`src/logic/timer_map.vh`:
```
// What this block does
// - 8-bit up-counter counts while count enable set
// - Prescaler divides master clock by two-power
// - Divider preload copied only at update event
// - Divider register reads return preload value
// - Reload preload bit selects direct or buffered
// - One-pulse clears count enable at update
// - Update source bit limits requests to overflow
// - Update block holds shadows; forced reinit stays
// - Master select picks trigger output source
// - Exported enable ORs enable bit, gated trigger
// - Sync delay postpones trigger input effect
// - Trigger select picks internal trigger two/three
// - Slave mode 000 counts on internal clock
// - Slave mode 100 edge reinitialises and updates
// - Slave mode 101 counts while trigger high
// - Slave mode 110 edge starts counter only
// - Slave mode 111 trigger edges clock counter
// - Trigger flag on active edge, write-0 clear
// - Update flag on overflow, software update or slave mode 100 reset edge
// - Trigger generate sets trigger flag, self-clears
// - Update generate reinitialises, updates, self-clears
`ifndef TIMER_MAP_VH
`define TIMER_MAP_VH

// =========================================
// Register indexes, byte address is index*4
`define IDX_CONTROL_ONE   4'h0
`define IDX_MASTER_MODE   4'h1
`define IDX_SLAVE_MODE    4'h2
`define IDX_IRQ_ENABLE    4'h3
`define IDX_EVENT_STATUS  4'h4
`define IDX_EVENT_GEN     4'h5
`define IDX_COUNT_VALUE   4'h6
`define IDX_CLOCK_DIVIDER 4'h7
`define IDX_RELOAD_VALUE  4'h8

// =========================================
// Field positions
`define BIT_COUNT_ENABLE  0
`define BIT_UPDATE_BLOCK  1
`define BIT_UPDATE_SOURCE 2
`define BIT_ONE_PULSE     3
`define BIT_RELOAD_PRE    7
`define BIT_SYNC_DELAY    7
`define BIT_UPDATE_FLAG   0
`define BIT_TRIGGER_FLAG  6

// =========================================
// Reset values
`define RST_BYTE          8'h00
`define RST_RELOAD        8'hFF

// =========================================
// Mode codes
`define MMS_RESET         3'h0
`define MMS_ENABLE        3'h1
`define MMS_UPDATE        3'h2
`define TS_ITR_TWO        3'h2
`define TS_ITR_THREE      3'h3
`define SMS_OFF           3'h0
`define SMS_RESET         3'h4
`define SMS_GATED         3'h5
`define SMS_TRIGGER       3'h6
`define SMS_EXT_CLOCK     3'h7

`endif

```
`src/logic/basic_timer.v`:
```
`timescale 1ns/1ps
`include "timer_map.vh"

module basic_timer #(
  parameter ADDR_W = 12
)(
  input  wire              pclk,
  input  wire              presetn,
  input  wire              psel,
  input  wire              penable,
  input  wire              pwrite,
  input  wire [ADDR_W-1:0] paddr,
  input  wire [31:0]       pwdata,
  output reg  [31:0]       prdata,
  output reg               pready,
  output reg               pslverr,
  input  wire              internal_trigger_two,
  input  wire              internal_trigger_three,
  output reg               trigger_out,
  output reg               timer_irq
);

  // =========================================
  // Helpers
  function index_ok;
    input [ADDR_W-1:0] a;
    begin
      index_ok = (a[ADDR_W-1:6] == {(ADDR_W-6){1'b0}}) &&
                 (a[1:0] == 2'h0) &&
                 (a[5:2] <= `IDX_RELOAD_VALUE);
    end
  endfunction

  function [6:0] divider_mask;
    input [2:0] sel;
    begin
      divider_mask = 7'h7F >> (3'h7 - sel);
      if (sel == 3'h0)
        divider_mask = 7'h00;
    end
  endfunction

  // =========================================
  // State
  reg        count_enable_reg;
  reg        update_block_reg;
  reg        update_source_sel_reg;
  reg        one_pulse_reg;
  reg        reload_preload_en_reg;
  reg  [2:0] master_out_select_reg;
  reg        sync_delay_reg;
  reg  [2:0] trigger_select_reg;
  reg  [2:0] slave_mode_select_reg;
  reg        update_irq_en_reg;
  reg        trigger_irq_en_reg;
  reg        update_flag_reg;
  reg        trigger_flag_reg;
  reg  [7:0] count_value_reg;
  reg  [2:0] divider_preload_reg;
  reg  [2:0] divider_active_reg;
  reg  [6:0] divider_count_reg;
  reg  [7:0] reload_preload_reg;
  reg  [7:0] reload_active_reg;
  reg        trig_dly_reg;
  reg        trig_prev_reg;

  // =========================================
  // Bus decode
  wire [3:0] idx     = paddr[5:2];
  wire       setup   = psel & ~penable;
  wire       access  = psel & penable & pready;
  wire       wr      = access & pwrite & ~pslverr;
  wire [7:0] wbyte   = pwdata[7:0];
  wire       wr_cr1  = wr & (idx == `IDX_CONTROL_ONE);
  wire       wr_cr2  = wr & (idx == `IDX_MASTER_MODE);
  wire       wr_smcr = wr & (idx == `IDX_SLAVE_MODE);
  wire       wr_ier  = wr & (idx == `IDX_IRQ_ENABLE);
  wire       wr_sr   = wr & (idx == `IDX_EVENT_STATUS);
  wire       wr_egr  = wr & (idx == `IDX_EVENT_GEN);
  wire       wr_cnt  = wr & (idx == `IDX_COUNT_VALUE);
  wire       wr_psc  = wr & (idx == `IDX_CLOCK_DIVIDER);
  wire       wr_arr  = wr & (idx == `IDX_RELOAD_VALUE);

  // Generate bits exist only as one-cycle pulses
  wire update_generate  = wr_egr & wbyte[`BIT_UPDATE_FLAG];
  wire trigger_generate = wr_egr & wbyte[`BIT_TRIGGER_FLAG];

  // =========================================
  // Trigger selection and edge detection
  reg trig_raw;
  always @*
  begin
    case (trigger_select_reg)
      `TS_ITR_TWO:   trig_raw = internal_trigger_two;
      `TS_ITR_THREE: trig_raw = internal_trigger_three;
      default:       trig_raw = 1'b0;
    endcase
  end

  // One extra stage keeps chained timers aligned with our output
  wire trig_use  = sync_delay_reg ? trig_dly_reg : trig_raw;
  wire trig_rise = trig_use & ~trig_prev_reg;
  wire trig_fall = ~trig_use & trig_prev_reg;

  // Select changes while a mode is live can fake an edge
  wire mode_reset = (slave_mode_select_reg == `SMS_RESET);
  wire mode_gated = (slave_mode_select_reg == `SMS_GATED);
  wire mode_trig  = (slave_mode_select_reg == `SMS_TRIGGER);
  wire mode_ext   = (slave_mode_select_reg == `SMS_EXT_CLOCK);
  wire mode_off   = (slave_mode_select_reg == `SMS_OFF);

  wire trig_reset = mode_reset & trig_rise;
  wire trig_start = mode_trig & trig_rise;
  wire trig_event = (mode_gated & (trig_rise | trig_fall)) |
                    ((mode_reset | mode_trig | mode_ext) &
                     trig_rise);

  // =========================================
  // Prescaler and counter
  wire [6:0] mask = divider_mask(divider_active_reg);

  reg divider_input_clock;
  always @*
  begin
    divider_input_clock = 1'b0;
    if (count_enable_reg)
    begin
      if (mode_ext)
        divider_input_clock = trig_rise;
      else if (mode_gated)
        divider_input_clock = trig_use;
      else
        divider_input_clock = 1'b1;
    end
  end

  wire divider_full  = (divider_count_reg & mask) == mask;
  wire counter_clock = divider_input_clock & divider_full;
  wire at_reload     = (count_value_reg == reload_active_reg);
  wire overflow      = counter_clock & at_reload;
  wire reinit        = update_generate | trig_reset;

  // Forced updates count as software requests
  wire update_event  = ~update_block_reg &
                       (overflow | reinit);
  wire update_req    = update_event &
                       (overflow | ~update_source_sel_reg);

  wire enable_signal = count_enable_reg |
                       (mode_gated & trig_use);

  // =========================================
  // Counter datapath
  always @(posedge pclk or negedge presetn)
  begin
    if (!presetn)
    begin
      count_value_reg   <= `RST_BYTE;
      divider_count_reg <= 7'h00;
    end
    else
    begin
      if (wr_cnt)
        count_value_reg <= wbyte;
      else if (reinit)
        count_value_reg <= `RST_BYTE;
      else if (overflow)
        count_value_reg <= `RST_BYTE;
      else if (counter_clock)
        count_value_reg <= count_value_reg + 8'h01;
      if (reinit)
        divider_count_reg <= 7'h00;
      else if (counter_clock)
        divider_count_reg <= 7'h00;
      else if (divider_input_clock)
        divider_count_reg <= divider_count_reg + 7'h01;
    end
  end

  // =========================================
  // Shadow registers
  always @(posedge pclk or negedge presetn)
  begin
    if (!presetn)
    begin
      divider_preload_reg <= 3'h0;
      divider_active_reg  <= 3'h0;
      reload_preload_reg  <= `RST_RELOAD;
      reload_active_reg   <= `RST_RELOAD;
    end
    else
    begin
      if (wr_psc)
        divider_preload_reg <= wbyte[2:0];
      if (wr_arr)
        reload_preload_reg <= wbyte;
      if (update_event)
        divider_active_reg <= divider_preload_reg;
      if (wr_arr && !reload_preload_en_reg)
        reload_active_reg <= wbyte;
      else if (update_event && reload_preload_en_reg)
        reload_active_reg <= reload_preload_reg;
    end
  end

  // =========================================
  // Control registers
  always @(posedge pclk or negedge presetn)
  begin
    if (!presetn)
    begin
      count_enable_reg      <= 1'b0;
      update_block_reg      <= 1'b0;
      update_source_sel_reg <= 1'b0;
      one_pulse_reg         <= 1'b0;
      reload_preload_en_reg <= 1'b0;
      master_out_select_reg <= 3'h0;
      sync_delay_reg        <= 1'b0;
      trigger_select_reg    <= 3'h0;
      slave_mode_select_reg <= 3'h0;
      update_irq_en_reg     <= 1'b0;
      trigger_irq_en_reg    <= 1'b0;
    end
    else
    begin
      if (wr_cr1)
      begin
        update_block_reg      <= wbyte[`BIT_UPDATE_BLOCK];
        update_source_sel_reg <= wbyte[`BIT_UPDATE_SOURCE];
        one_pulse_reg         <= wbyte[`BIT_ONE_PULSE];
        reload_preload_en_reg <= wbyte[`BIT_RELOAD_PRE];
      end
      // Hardware start and stop override a same-cycle write
      if (trig_start)
        count_enable_reg <= 1'b1;
      else if (update_event && one_pulse_reg)
        count_enable_reg <= 1'b0;
      else if (wr_cr1)
        count_enable_reg <= wbyte[`BIT_COUNT_ENABLE];
      if (wr_cr2)
        master_out_select_reg <= wbyte[6:4];
      if (wr_smcr)
      begin
        sync_delay_reg        <= wbyte[`BIT_SYNC_DELAY];
        trigger_select_reg    <= wbyte[6:4];
        slave_mode_select_reg <= wbyte[2:0];
      end
      if (wr_ier)
      begin
        update_irq_en_reg  <= wbyte[`BIT_UPDATE_FLAG];
        trigger_irq_en_reg <= wbyte[`BIT_TRIGGER_FLAG];
      end
    end
  end

  // =========================================
  // Flags, set wins over a same-cycle clear
  wire clr_uf = wr_sr & ~wbyte[`BIT_UPDATE_FLAG];
  wire clr_tf = wr_sr & ~wbyte[`BIT_TRIGGER_FLAG];
  wire set_tf = trig_event | trigger_generate;

  always @(posedge pclk or negedge presetn)
  begin
    if (!presetn)
    begin
      update_flag_reg  <= 1'b0;
      trigger_flag_reg <= 1'b0;
      trig_dly_reg     <= 1'b0;
      trig_prev_reg    <= 1'b0;
    end
    else
    begin
      update_flag_reg  <= (update_flag_reg & ~clr_uf) |
                          update_req;
      trigger_flag_reg <= (trigger_flag_reg & ~clr_tf) |
                          set_tf;
      trig_dly_reg     <= trig_raw;
      trig_prev_reg    <= trig_use;
    end
  end

  // =========================================
  // Trigger output and interrupt
  reg trig_out_next;
  always @*
  begin
    case (master_out_select_reg)
      `MMS_RESET:  trig_out_next = update_generate;
      `MMS_ENABLE: trig_out_next = enable_signal;
      `MMS_UPDATE: trig_out_next = update_event;
      default:     trig_out_next = 1'b0;
    endcase
  end

  wire irq_next =
    ((update_flag_reg & ~clr_uf) | update_req) & update_irq_en_reg |
    ((trigger_flag_reg & ~clr_tf) | set_tf) & trigger_irq_en_reg;

  always @(posedge pclk or negedge presetn)
  begin
    if (!presetn)
    begin
      trigger_out <= 1'b0;
      timer_irq   <= 1'b0;
    end
    else
    begin
      trigger_out <= trig_out_next;
      timer_irq   <= irq_next;
    end
  end

  // =========================================
  // Read mux, reserved bits zero
  reg [7:0] rbyte;
  always @*
  begin
    rbyte = 8'h00;
    case (idx)
      `IDX_CONTROL_ONE:   rbyte = {reload_preload_en_reg, 3'h0,
                                   one_pulse_reg,
                                   update_source_sel_reg,
                                   update_block_reg,
                                   count_enable_reg};
      `IDX_MASTER_MODE:   rbyte = {1'b0, master_out_select_reg, 4'h0};
      `IDX_SLAVE_MODE:    rbyte = {sync_delay_reg, trigger_select_reg,
                                   1'b0, slave_mode_select_reg};
      `IDX_IRQ_ENABLE:    rbyte = {1'b0, trigger_irq_en_reg, 5'h00,
                                   update_irq_en_reg};
      `IDX_EVENT_STATUS:  rbyte = {1'b0, trigger_flag_reg, 5'h00,
                                   update_flag_reg};
      `IDX_COUNT_VALUE:   rbyte = count_value_reg;
      `IDX_CLOCK_DIVIDER: rbyte = {5'h00, divider_preload_reg};
      `IDX_RELOAD_VALUE:  rbyte = reload_preload_reg;
      default:            rbyte = 8'h00;
    endcase
  end

  // =========================================
  // APB slave, one wait-free access phase
  always @(posedge pclk or negedge presetn)
  begin
    if (!presetn)
    begin
      pready  <= 1'b0;
      pslverr <= 1'b0;
      prdata  <= 32'h00000000;
    end
    else
    begin
      pready <= setup;
      if (setup)
      begin
        pslverr <= ~index_ok(paddr);
        if (!pwrite && index_ok(paddr))
          prdata <= {24'h000000, rbyte};
        else
          prdata <= 32'h00000000;
      end
      else
      begin
        pslverr <= 1'b0;
        prdata  <= 32'h00000000;
      end
    end
  end

endmodule

```
`config.mk`:
```
export PLATFORM = sky130hd
export DESIGN_NAME = basic_timer
export DESIGN_NICKNAME = d
export VERILOG_FILES = /design/src/logic/basic_timer.v
export VERILOG_INCLUDE_DIRS = /design/src /design/src/logic
export SDC_FILE = /design/constraint.sdc
export NUM_CORES = 1
export LEC_CHECK = 0
export BUFFER_PORTS_ARGS = -buffer_cell sky130_fd_sc_hd__buf_2
export CAP_MARGIN = 25
export CORE_MARGIN = 2
export CORE_UTILIZATION = 55
export CTS_CLUSTER_SIZE = 24
export DETAILED_ROUTE_END_ITERATION = 10
export MAX_ROUTING_LAYER = met4
export PLACE_DENSITY = 0.81
export SKIP_CTS_REPAIR_TIMING = 1
export SYNTH_ARGS = -nofsm -noshare
export SYNTH_HDL_FRONTEND = slang
export SYNTH_SLANG_ARGS = --single-unit
```
`constraint.sdc`:
```
create_clock -name pclk -period 3.1 [get_ports pclk]
set_input_delay 0.465 -clock pclk [delete_from_list [all_inputs] [get_ports pclk]]
set_output_delay 0.465 -clock pclk [all_outputs]
set_load 0.02 [all_outputs]
```
==> run metrics, run 1 <==
status finished, final reports clean; utilization after layout 0.631; Avg WL per Cell 17.8 um; RePlAce Congestion 0.960; Multi-input gate area 1990 um2; vias per cell around 6; die width 89.0 um; Gate Count Post-Synth 389; Die ar. 7920 um2; iteration count of the initial detailed-routing pass 7; RSZ-0062 raised after global routing no; Highest Clock Rate 362 MHz; Synth warnings 0; Die Y around 89 um; initial antenna violation count 0; setup TNS 0 ns; IR Drop Worst-Case VDD ~0.27 mV; Crit-path slowest cell dfrtp_1; CP Class reg2reg; MaxCap Viol Count 0; CP Capture Point trigger_out; number of routed nets with antenna violations 0; commonest non-fill, non-tap cells in the layout dfrtp_1, buf_2, mux2_2, nor2_1, conb_1; CTS tree built; setup slack after layout 0.334 ns; R2R depth 11; Remaining DRCs 0; Final period util 0.892; worst r2r src trigger_select_reg[0]; Clock power frac 0.259; Hold Vio Cnt, Final 0; Buffers on Ports 38; P per Cell Area between 600 and 700 nW/um2; Layout Skew between 0.008 and 0.009 ns; fillcell total 571; Total GRT Usage 0.260; most common cell after layout, fill and taps aside dfrtp_1; Largest delay share family, worst path simple AND/OR/NAND/NOR gates; P_sw around 0.92 mW; DR iter-0 viols 288; ant diodes 0; Clock Path Buffers 2; Switching Share 0.339; Stages on worst setup path 11; minimum clock period ~2.8 ns; Async SR Flop Fraction 1.00; CP Launch Type flop; htree depth 3; measured slew at the worst slew-check pin 0.885 ns; CTS root buffer clkbuf_8; Cell Chain, Critical Path mux2i_1 -> nor3b_1 -> mux2_2 -> ha_1 -> nor2b_1 -> nand3b_1 -> a21oi_1 -> a41oi_2 -> buf_4 -> or3b_1 -> a21oi_1; post-layout net count roughly 480; Fin Hold WS approximately 0.29 ns; fraction of layout cells with a size suffix above 1 0.263; Combinational Power Share 0.281; Avg Cell Area, Syn 10.2 um2; CP arrival a little over 3 ns; first-pass GRT wire length 14.8 mm; Overall Power 2.72 mW; highest cell delay on the worst timing path a little over 0.4 ns; CTS Sinks 70; worst r2r dst trigger_out; Worst Hold Class in2reg; Initial Util 0.575; Clk Latency, worst-skew pair ~0.35 ns; r2r setup slk 0.33 ns; HPWL after DPL ~6.7 mm; Register Area between 1500 and 2000 um2; Buf+Inv Stages, Crit Path 1; sequential-to-total area share from yosys stat 0.446; Critical path origin trigger_select_reg[0]; gr ovfl total 0; placed insts 513; number of synthesized register bits 70; Post-synth EDFFs 0; via count between 3,000 and 4,000; final instance area 4360 um2; TritonCTS Buffers 9; setup slack at placement ~0.32 ns; io pins 87; largest net degree at the start of global routing 71; vias in the first global route 2,980; Final Non-Filler Cells 529; placed cell area 4180 um2; Slew headroom 0.410; final setup violating endpoints 0; part of the power in registers 0.461; core area 6910 um2; Layout area overhead 9.76%; Lkg Pwr 2.02 nW; Clock transition at path regs 0.07 ns; overall routed net length 9.40 mm; CP endpoint kind flop; Rows 30; dominant synthesized flop cell dfrtp_1; Synth Cell Area 3970 um2; CP most frequent cell a21oi_1; max-slew violations 0; Required @ worst endpoint ~3.4 ns; Pint approximately 1.8 mW; Unique masters post-synth 59; Critical Path Fanout Max 8
-- cell usage after synthesis, types with 10 or more instances --
cell type / instances / area share
a21oi_1: 22 / 0.028
buf_4: 25 / 0.047
clkbuf_1: 13 / 0.012
dfrtp_1: 54 / 0.34
dfstp_2: 16 / 0.11
mux2_2: 32 / 0.091
mux2i_1: 14 / 0.035
nand2_1: 23 / 0.022
nand3_1: 14 / 0.018
nor2_1: 32 / 0.030
o21ai_0: 10 / 0.013
xnor2_1: 12 / 0.026
-- metal layers --
layer  vias up  track usage  wire, um
met3        22       0.0702       636
met5         -            -         0
met1      1551        0.334      4170
li1       1444            -         -
met2       135        0.396      4370
met4         0        0.100       214
-- cells by family (layout without fill, tap and decap cells) --
logic type / Yosys count / in the layout / synth area share
other: 1 / 24 / 0.000944
buffers and inverters: 51 / 72 / 0.0746
AO/OA/AOI/OAI: 83 / 83 / 0.147
flip-flops: 70 / 70 / 0.446
multiplexers: 49 / 49 / 0.134
AND/OR/NAND/NOR: 115 / 115 / 0.150
XOR/XNOR: 17 / 17 / 0.0375
adder cells (fa/ha/maj): 3 / 3 / 0.00945
-- cell type report --
class	count	area share
Clock buffer	12	0.0310
Clock inverter	4	0.0109
Inverter	8	0.00689
Multi-Input combinational cell	291	0.457
Sequential cell	70	0.406
Tap cell	96	0.0275
Timing Repair Buffer	48	0.0608
-- power groups by stage --
stage	clock network (mW)	logic, mW	registers (mW)
floorplan	0	0.671	1.19
global placement	0	0.733	1.25
detailed placement	0	0.759	1.27
CTS	0.710	0.763	1.25
global route	0.751	0.853	1.27
finish	0.704	0.765	1.25
-- worst min-delay path by stage --
stage / start / to / slack, ns / cells after the start
final: penable / pready / 0.29 / 2
after global placement: master_out_select_reg[2] / trigger_out / 0.46 / 1
after CTS: penable / pready / 0.28 / 2
after detailed placement: master_out_select_reg[2] / trigger_out / 0.46 / 1
after floorplan: presetn / count_enable_reg / 0.17 / 0
after global routing: penable / pready / 0.28 / 2
No activity file was read; power rests on OpenSTA's default activity.
==> run 2, diff against run 1 <==
--- a/config.mk
+++ b/config.mk
@@ -6,6 +6,7 @@
 export SDC_FILE = /design/constraint.sdc
 export NUM_CORES = 1
 export LEC_CHECK = 0
+export ABC_AREA = 1
 export BUFFER_PORTS_ARGS = -buffer_cell sky130_fd_sc_hd__buf_2
 export CAP_MARGIN = 25
 export CORE_MARGIN = 2
@@ -15,6 +16,7 @@
 export MAX_ROUTING_LAYER = met4
 export PLACE_DENSITY = 0.81
 export SKIP_CTS_REPAIR_TIMING = 1
+export SLEW_MARGIN = 5
 export SYNTH_ARGS = -nofsm -noshare
 export SYNTH_HDL_FRONTEND = slang
 export SYNTH_SLANG_ARGS = --single-unit
==> run 2 against run 1 <==
Hold slack worse by 0.11 ns; largest cell class unchanged; global-route usage increased by 1.1 points; cell count grew 26%; critical endpoint is now count_value_reg[0].
==> run metrics, run 2 <==
Unique masters post-synth 44 (was 59); Avg WL per Cell 14.2 um (was 17.8 um); vias in the first global route 3,442 (was 2,980); Layout Skew 0.00692 ns (was 0.00869 ns); CTS tree built (unchanged); Layout area overhead 10.5% (was 9.76%); number of routed nets with antenna violations 0 (unchanged); commonest non-fill, non-tap cells in the layout nand2_1, inv_1, dfrtp_1 (was dfrtp_1, buf_2, mux2_2, nor2_1, conb_1); largest net degree at the start of global routing 35 (was 71); Initial Util 0.576 (was 0.575); Async SR Flop Fraction 1.00 (unchanged); highest cell delay on the worst timing path 0.40 ns (was 0.41 ns); setup slack at placement 0.611 ns (was 0.324 ns); Final period util 0.770 (was 0.892); part of the power in registers 0.457 (was 0.461); CP endpoint kind flop (unchanged); Switching Share 0.314 (was 0.339); Crit-path slowest cell dfrtp_1 (unchanged); CP Class reg2reg (unchanged); RSZ-0062 raised after global routing no (unchanged); number of synthesized register bits 70 (unchanged); Highest Clock Rate 419 MHz (was 362 MHz); minimum clock period 2.39 ns (was 2.77 ns); Die Y 88.8 um (was 89.0 um); Remaining DRCs 0 (unchanged); IR Drop Worst-Case VDD 0.301 mV (was 0.273 mV); setup slack after layout 0.714 ns (was 0.334 ns); Buffers on Ports 38 (unchanged); Largest delay share family, worst path simple AND/OR/NAND/NOR gates (unchanged); die width 88.8 um (was 89.0 um); Synth Cell Area 3960 um2 (was 3970 um2); top post-synthesis cells by count nand2_1, inv_1, dfrtp_1, o21ai_0, nor2_1 (was dfrtp_1, mux2_2, nor2_1, buf_4, nand2_1); Hold Vio Cnt, Final 0 (unchanged); R2R depth 16 (was 11); Avg Cell Area, Syn 7.58 um2 (was 10.2 um2); Slew headroom 0.434 (was 0.410); Required @ worst endpoint 3.38 ns (was 3.36 ns); gr ovfl total 0 (unchanged); via count 3,576 (was 3,152); TritonCTS Buffers 9 (unchanged); post-layout net count 621 (was 482); fraction of layout cells with a size suffix above 1 0.166 (was 0.263); worst r2r dst count_value_reg[0] (was trigger_out); MaxCap Viol Count 0 (unchanged); most common cell in the netlist nand2_1 (was dfrtp_1); CP Launch Type flop (unchanged); setup TNS 0 ns (unchanged); most common cell after layout, fill and taps aside nand2_1 (was dfrtp_1); Yosys top cell by area dfrtp_1 (unchanged); measured slew at the worst slew-check pin 0.848 ns (was 0.885 ns); Clock power frac 0.338 (was 0.259); ant diodes 0 (unchanged); RePlAce Congestion 0.992 (was 0.960); Die ar. 7890 um2 (was 7920 um2); Lkg Pwr 2.12 nW (was 2.02 nW); P_sw 0.757 mW (was 0.923 mW); Worst Hold Class in2async (was in2reg); sequential-to-total area share from yosys stat 0.448 (was 0.446); CTS Sinks 70 (unchanged); first-pass GRT wire length 15.8 mm (was 14.8 mm); Clock transition at path regs 0.07 ns (about the same); iteration count of the initial detailed-routing pass 5 (was 7); P per Cell Area 551 nW/um2 (was 625 nW/um2); CP arrival 2.67 ns (was 3.03 ns); Synth top area share 0.342 (was 0.340); CTS root buffer clkbuf_8 (unchanged); Critical Path Fanout Max 6 (was 8); Post-synth EDFFs 0 (unchanged); largest cells by area after synthesis dfrtp_1, nand2_1, dfstp_2 (was dfrtp_1, dfstp_2, mux2_2); Total GRT Usage 0.271 (was 0.260); HPWL after DPL 7.08 mm (was 6.66 mm); vias per cell 5.35 (was 5.96); Buf+Inv Stages, Crit Path 4 (was 1); DR iter-0 viols 400 (was 288); fillcell total 642 (was 571); Rows 30 (unchanged); status finished, final reports clean (unchanged); Cell Chain, Critical Path inv_1 -> nand2_1 -> nand3_1 -> nand2_1 -> nand2_1 -> inv_1 -> ha_1 -> a211oi_1 -> nand2_1 -> nand2_1 -> inv_2 -> nand2_1 -> nand3_1 -> o21ai_0 -> inv_1 -> nand2_1 (was mux2i_1 -> nor3b_1 -> mux2_2 -> ha_1 -> nor2b_1 -> nand3b_1 -> a21oi_1 -> a41oi_2 -> buf_4 -> or3b_1 -> a21oi_1); Combinational Power Share 0.205 (was 0.281); initial antenna violation count 0 (unchanged); dominant synthesized flop cell dfrtp_1 (unchanged); CP most frequent cell nand2_1 (was a21oi_1); Clock Path Buffers 2 (unchanged); overall routed net length 9.46 mm (was 9.40 mm); r2r setup slk 0.71 ns (was 0.33 ns); io pins 87 (unchanged); final setup violating endpoints 0 (unchanged); max-slew violations 0 (unchanged); Gate Count Post-Synth 522 (was 389); worst r2r src trigger_select_reg[0] (unchanged); Clk Latency, worst-skew pair 0.34 ns (was 0.35 ns); Synth warnings 0 (unchanged); htree depth 3 (unchanged); Pint 1.65 mW (was 1.80 mW); core area 6870 um2 (was 6910 um2)
-- run 2: cell families (layout without fill, tap and decap cells) --
kind of cell / count (synthesis) / after routing / share of synthesized area
xor gates and xnor gates: 5 / 5 / 0.0111
buffers and inverters: 95 / 122 / 0.116
and+or+nand+nor: 269 / 269 / 0.298
other: 1 / 24 / 0.000948
DFF: 70 / 70 / 0.448
AOI/OAI and AO/OA: 79 / 79 / 0.116
adders and majority gates: 3 / 3 / 0.00949
-- run 2: final cells by class --
type | instances | area [um2] | area share
multi-input combinational | 380 | 1810 | 0.414
sequential | 70 | 1770 | 0.405
inverter | 66 | 248 | 0.0567
timing repair buffer | 40 | 205 | 0.0469
clock buffer | 13 | 149 | 0.0341
tap | 96 | 120 | 0.0275
clock inverter | 3 | 67.6 | 0.0155
-- run 2: worst max path at each step --
stage	start	end	slack, ns	depth (start not counted)
final	trigger_select_reg[0]	count_value_reg[0]	0.71	16
after CTS	trigger_select_reg[0]	count_value_reg[0]	0.72	16
after detailed placement	internal_trigger_two	count_value_reg[0]	0.61	17
after global placement	internal_trigger_two	count_value_reg[0]	0.65	17
after global routing	trigger_select_reg[0]	divider_count_reg[2]	0.49	16
after floorplan	internal_trigger_two	count_value_reg[2]	1.10	17
-- run 2: power by group through the flow --
stage,combinational (mW),sequential [mW],clock [mW]
after floorplan,0.386,1.09,0
after global placement,0.463,1.11,0
after detailed placement,0.490,1.12,0
after CTS,0.495,1.10,0.826
after global routing,0.559,1.11,0.864
final,0.494,1.10,0.814
-- run 2: layer usage --
metal  share of wire  wire, um  track usage  up-vias
met5               0         0            -        -
met4           0.024       223        0.102        0
met3           0.073       689       0.0569       23
met2            0.48      4580        0.425      135
met1            0.42      3970        0.346     1701
li1                -         -            -     1717
-- run 2: stage by stage --
step | instance area [um2] | utilization | instances | power [mW] | hold slack (ns)
6_report | 4370 | 0.636 | 668 | 2.41 | 0.182
5_1_grt | 4370 | 0.636 | 668 | 2.53 | 0.245
4_1_cts | 4370 | 0.636 | 668 | 2.42 | 0.203
3_5_place_dp | 4160 | 0.605 | 652 | 1.61 | 0.486
3_3_place_gp | 4160 | 0.605 | 652 | 1.57 | 0.470
2_1_floorplan | 4040 | - | 545 | 1.48 | 0.169
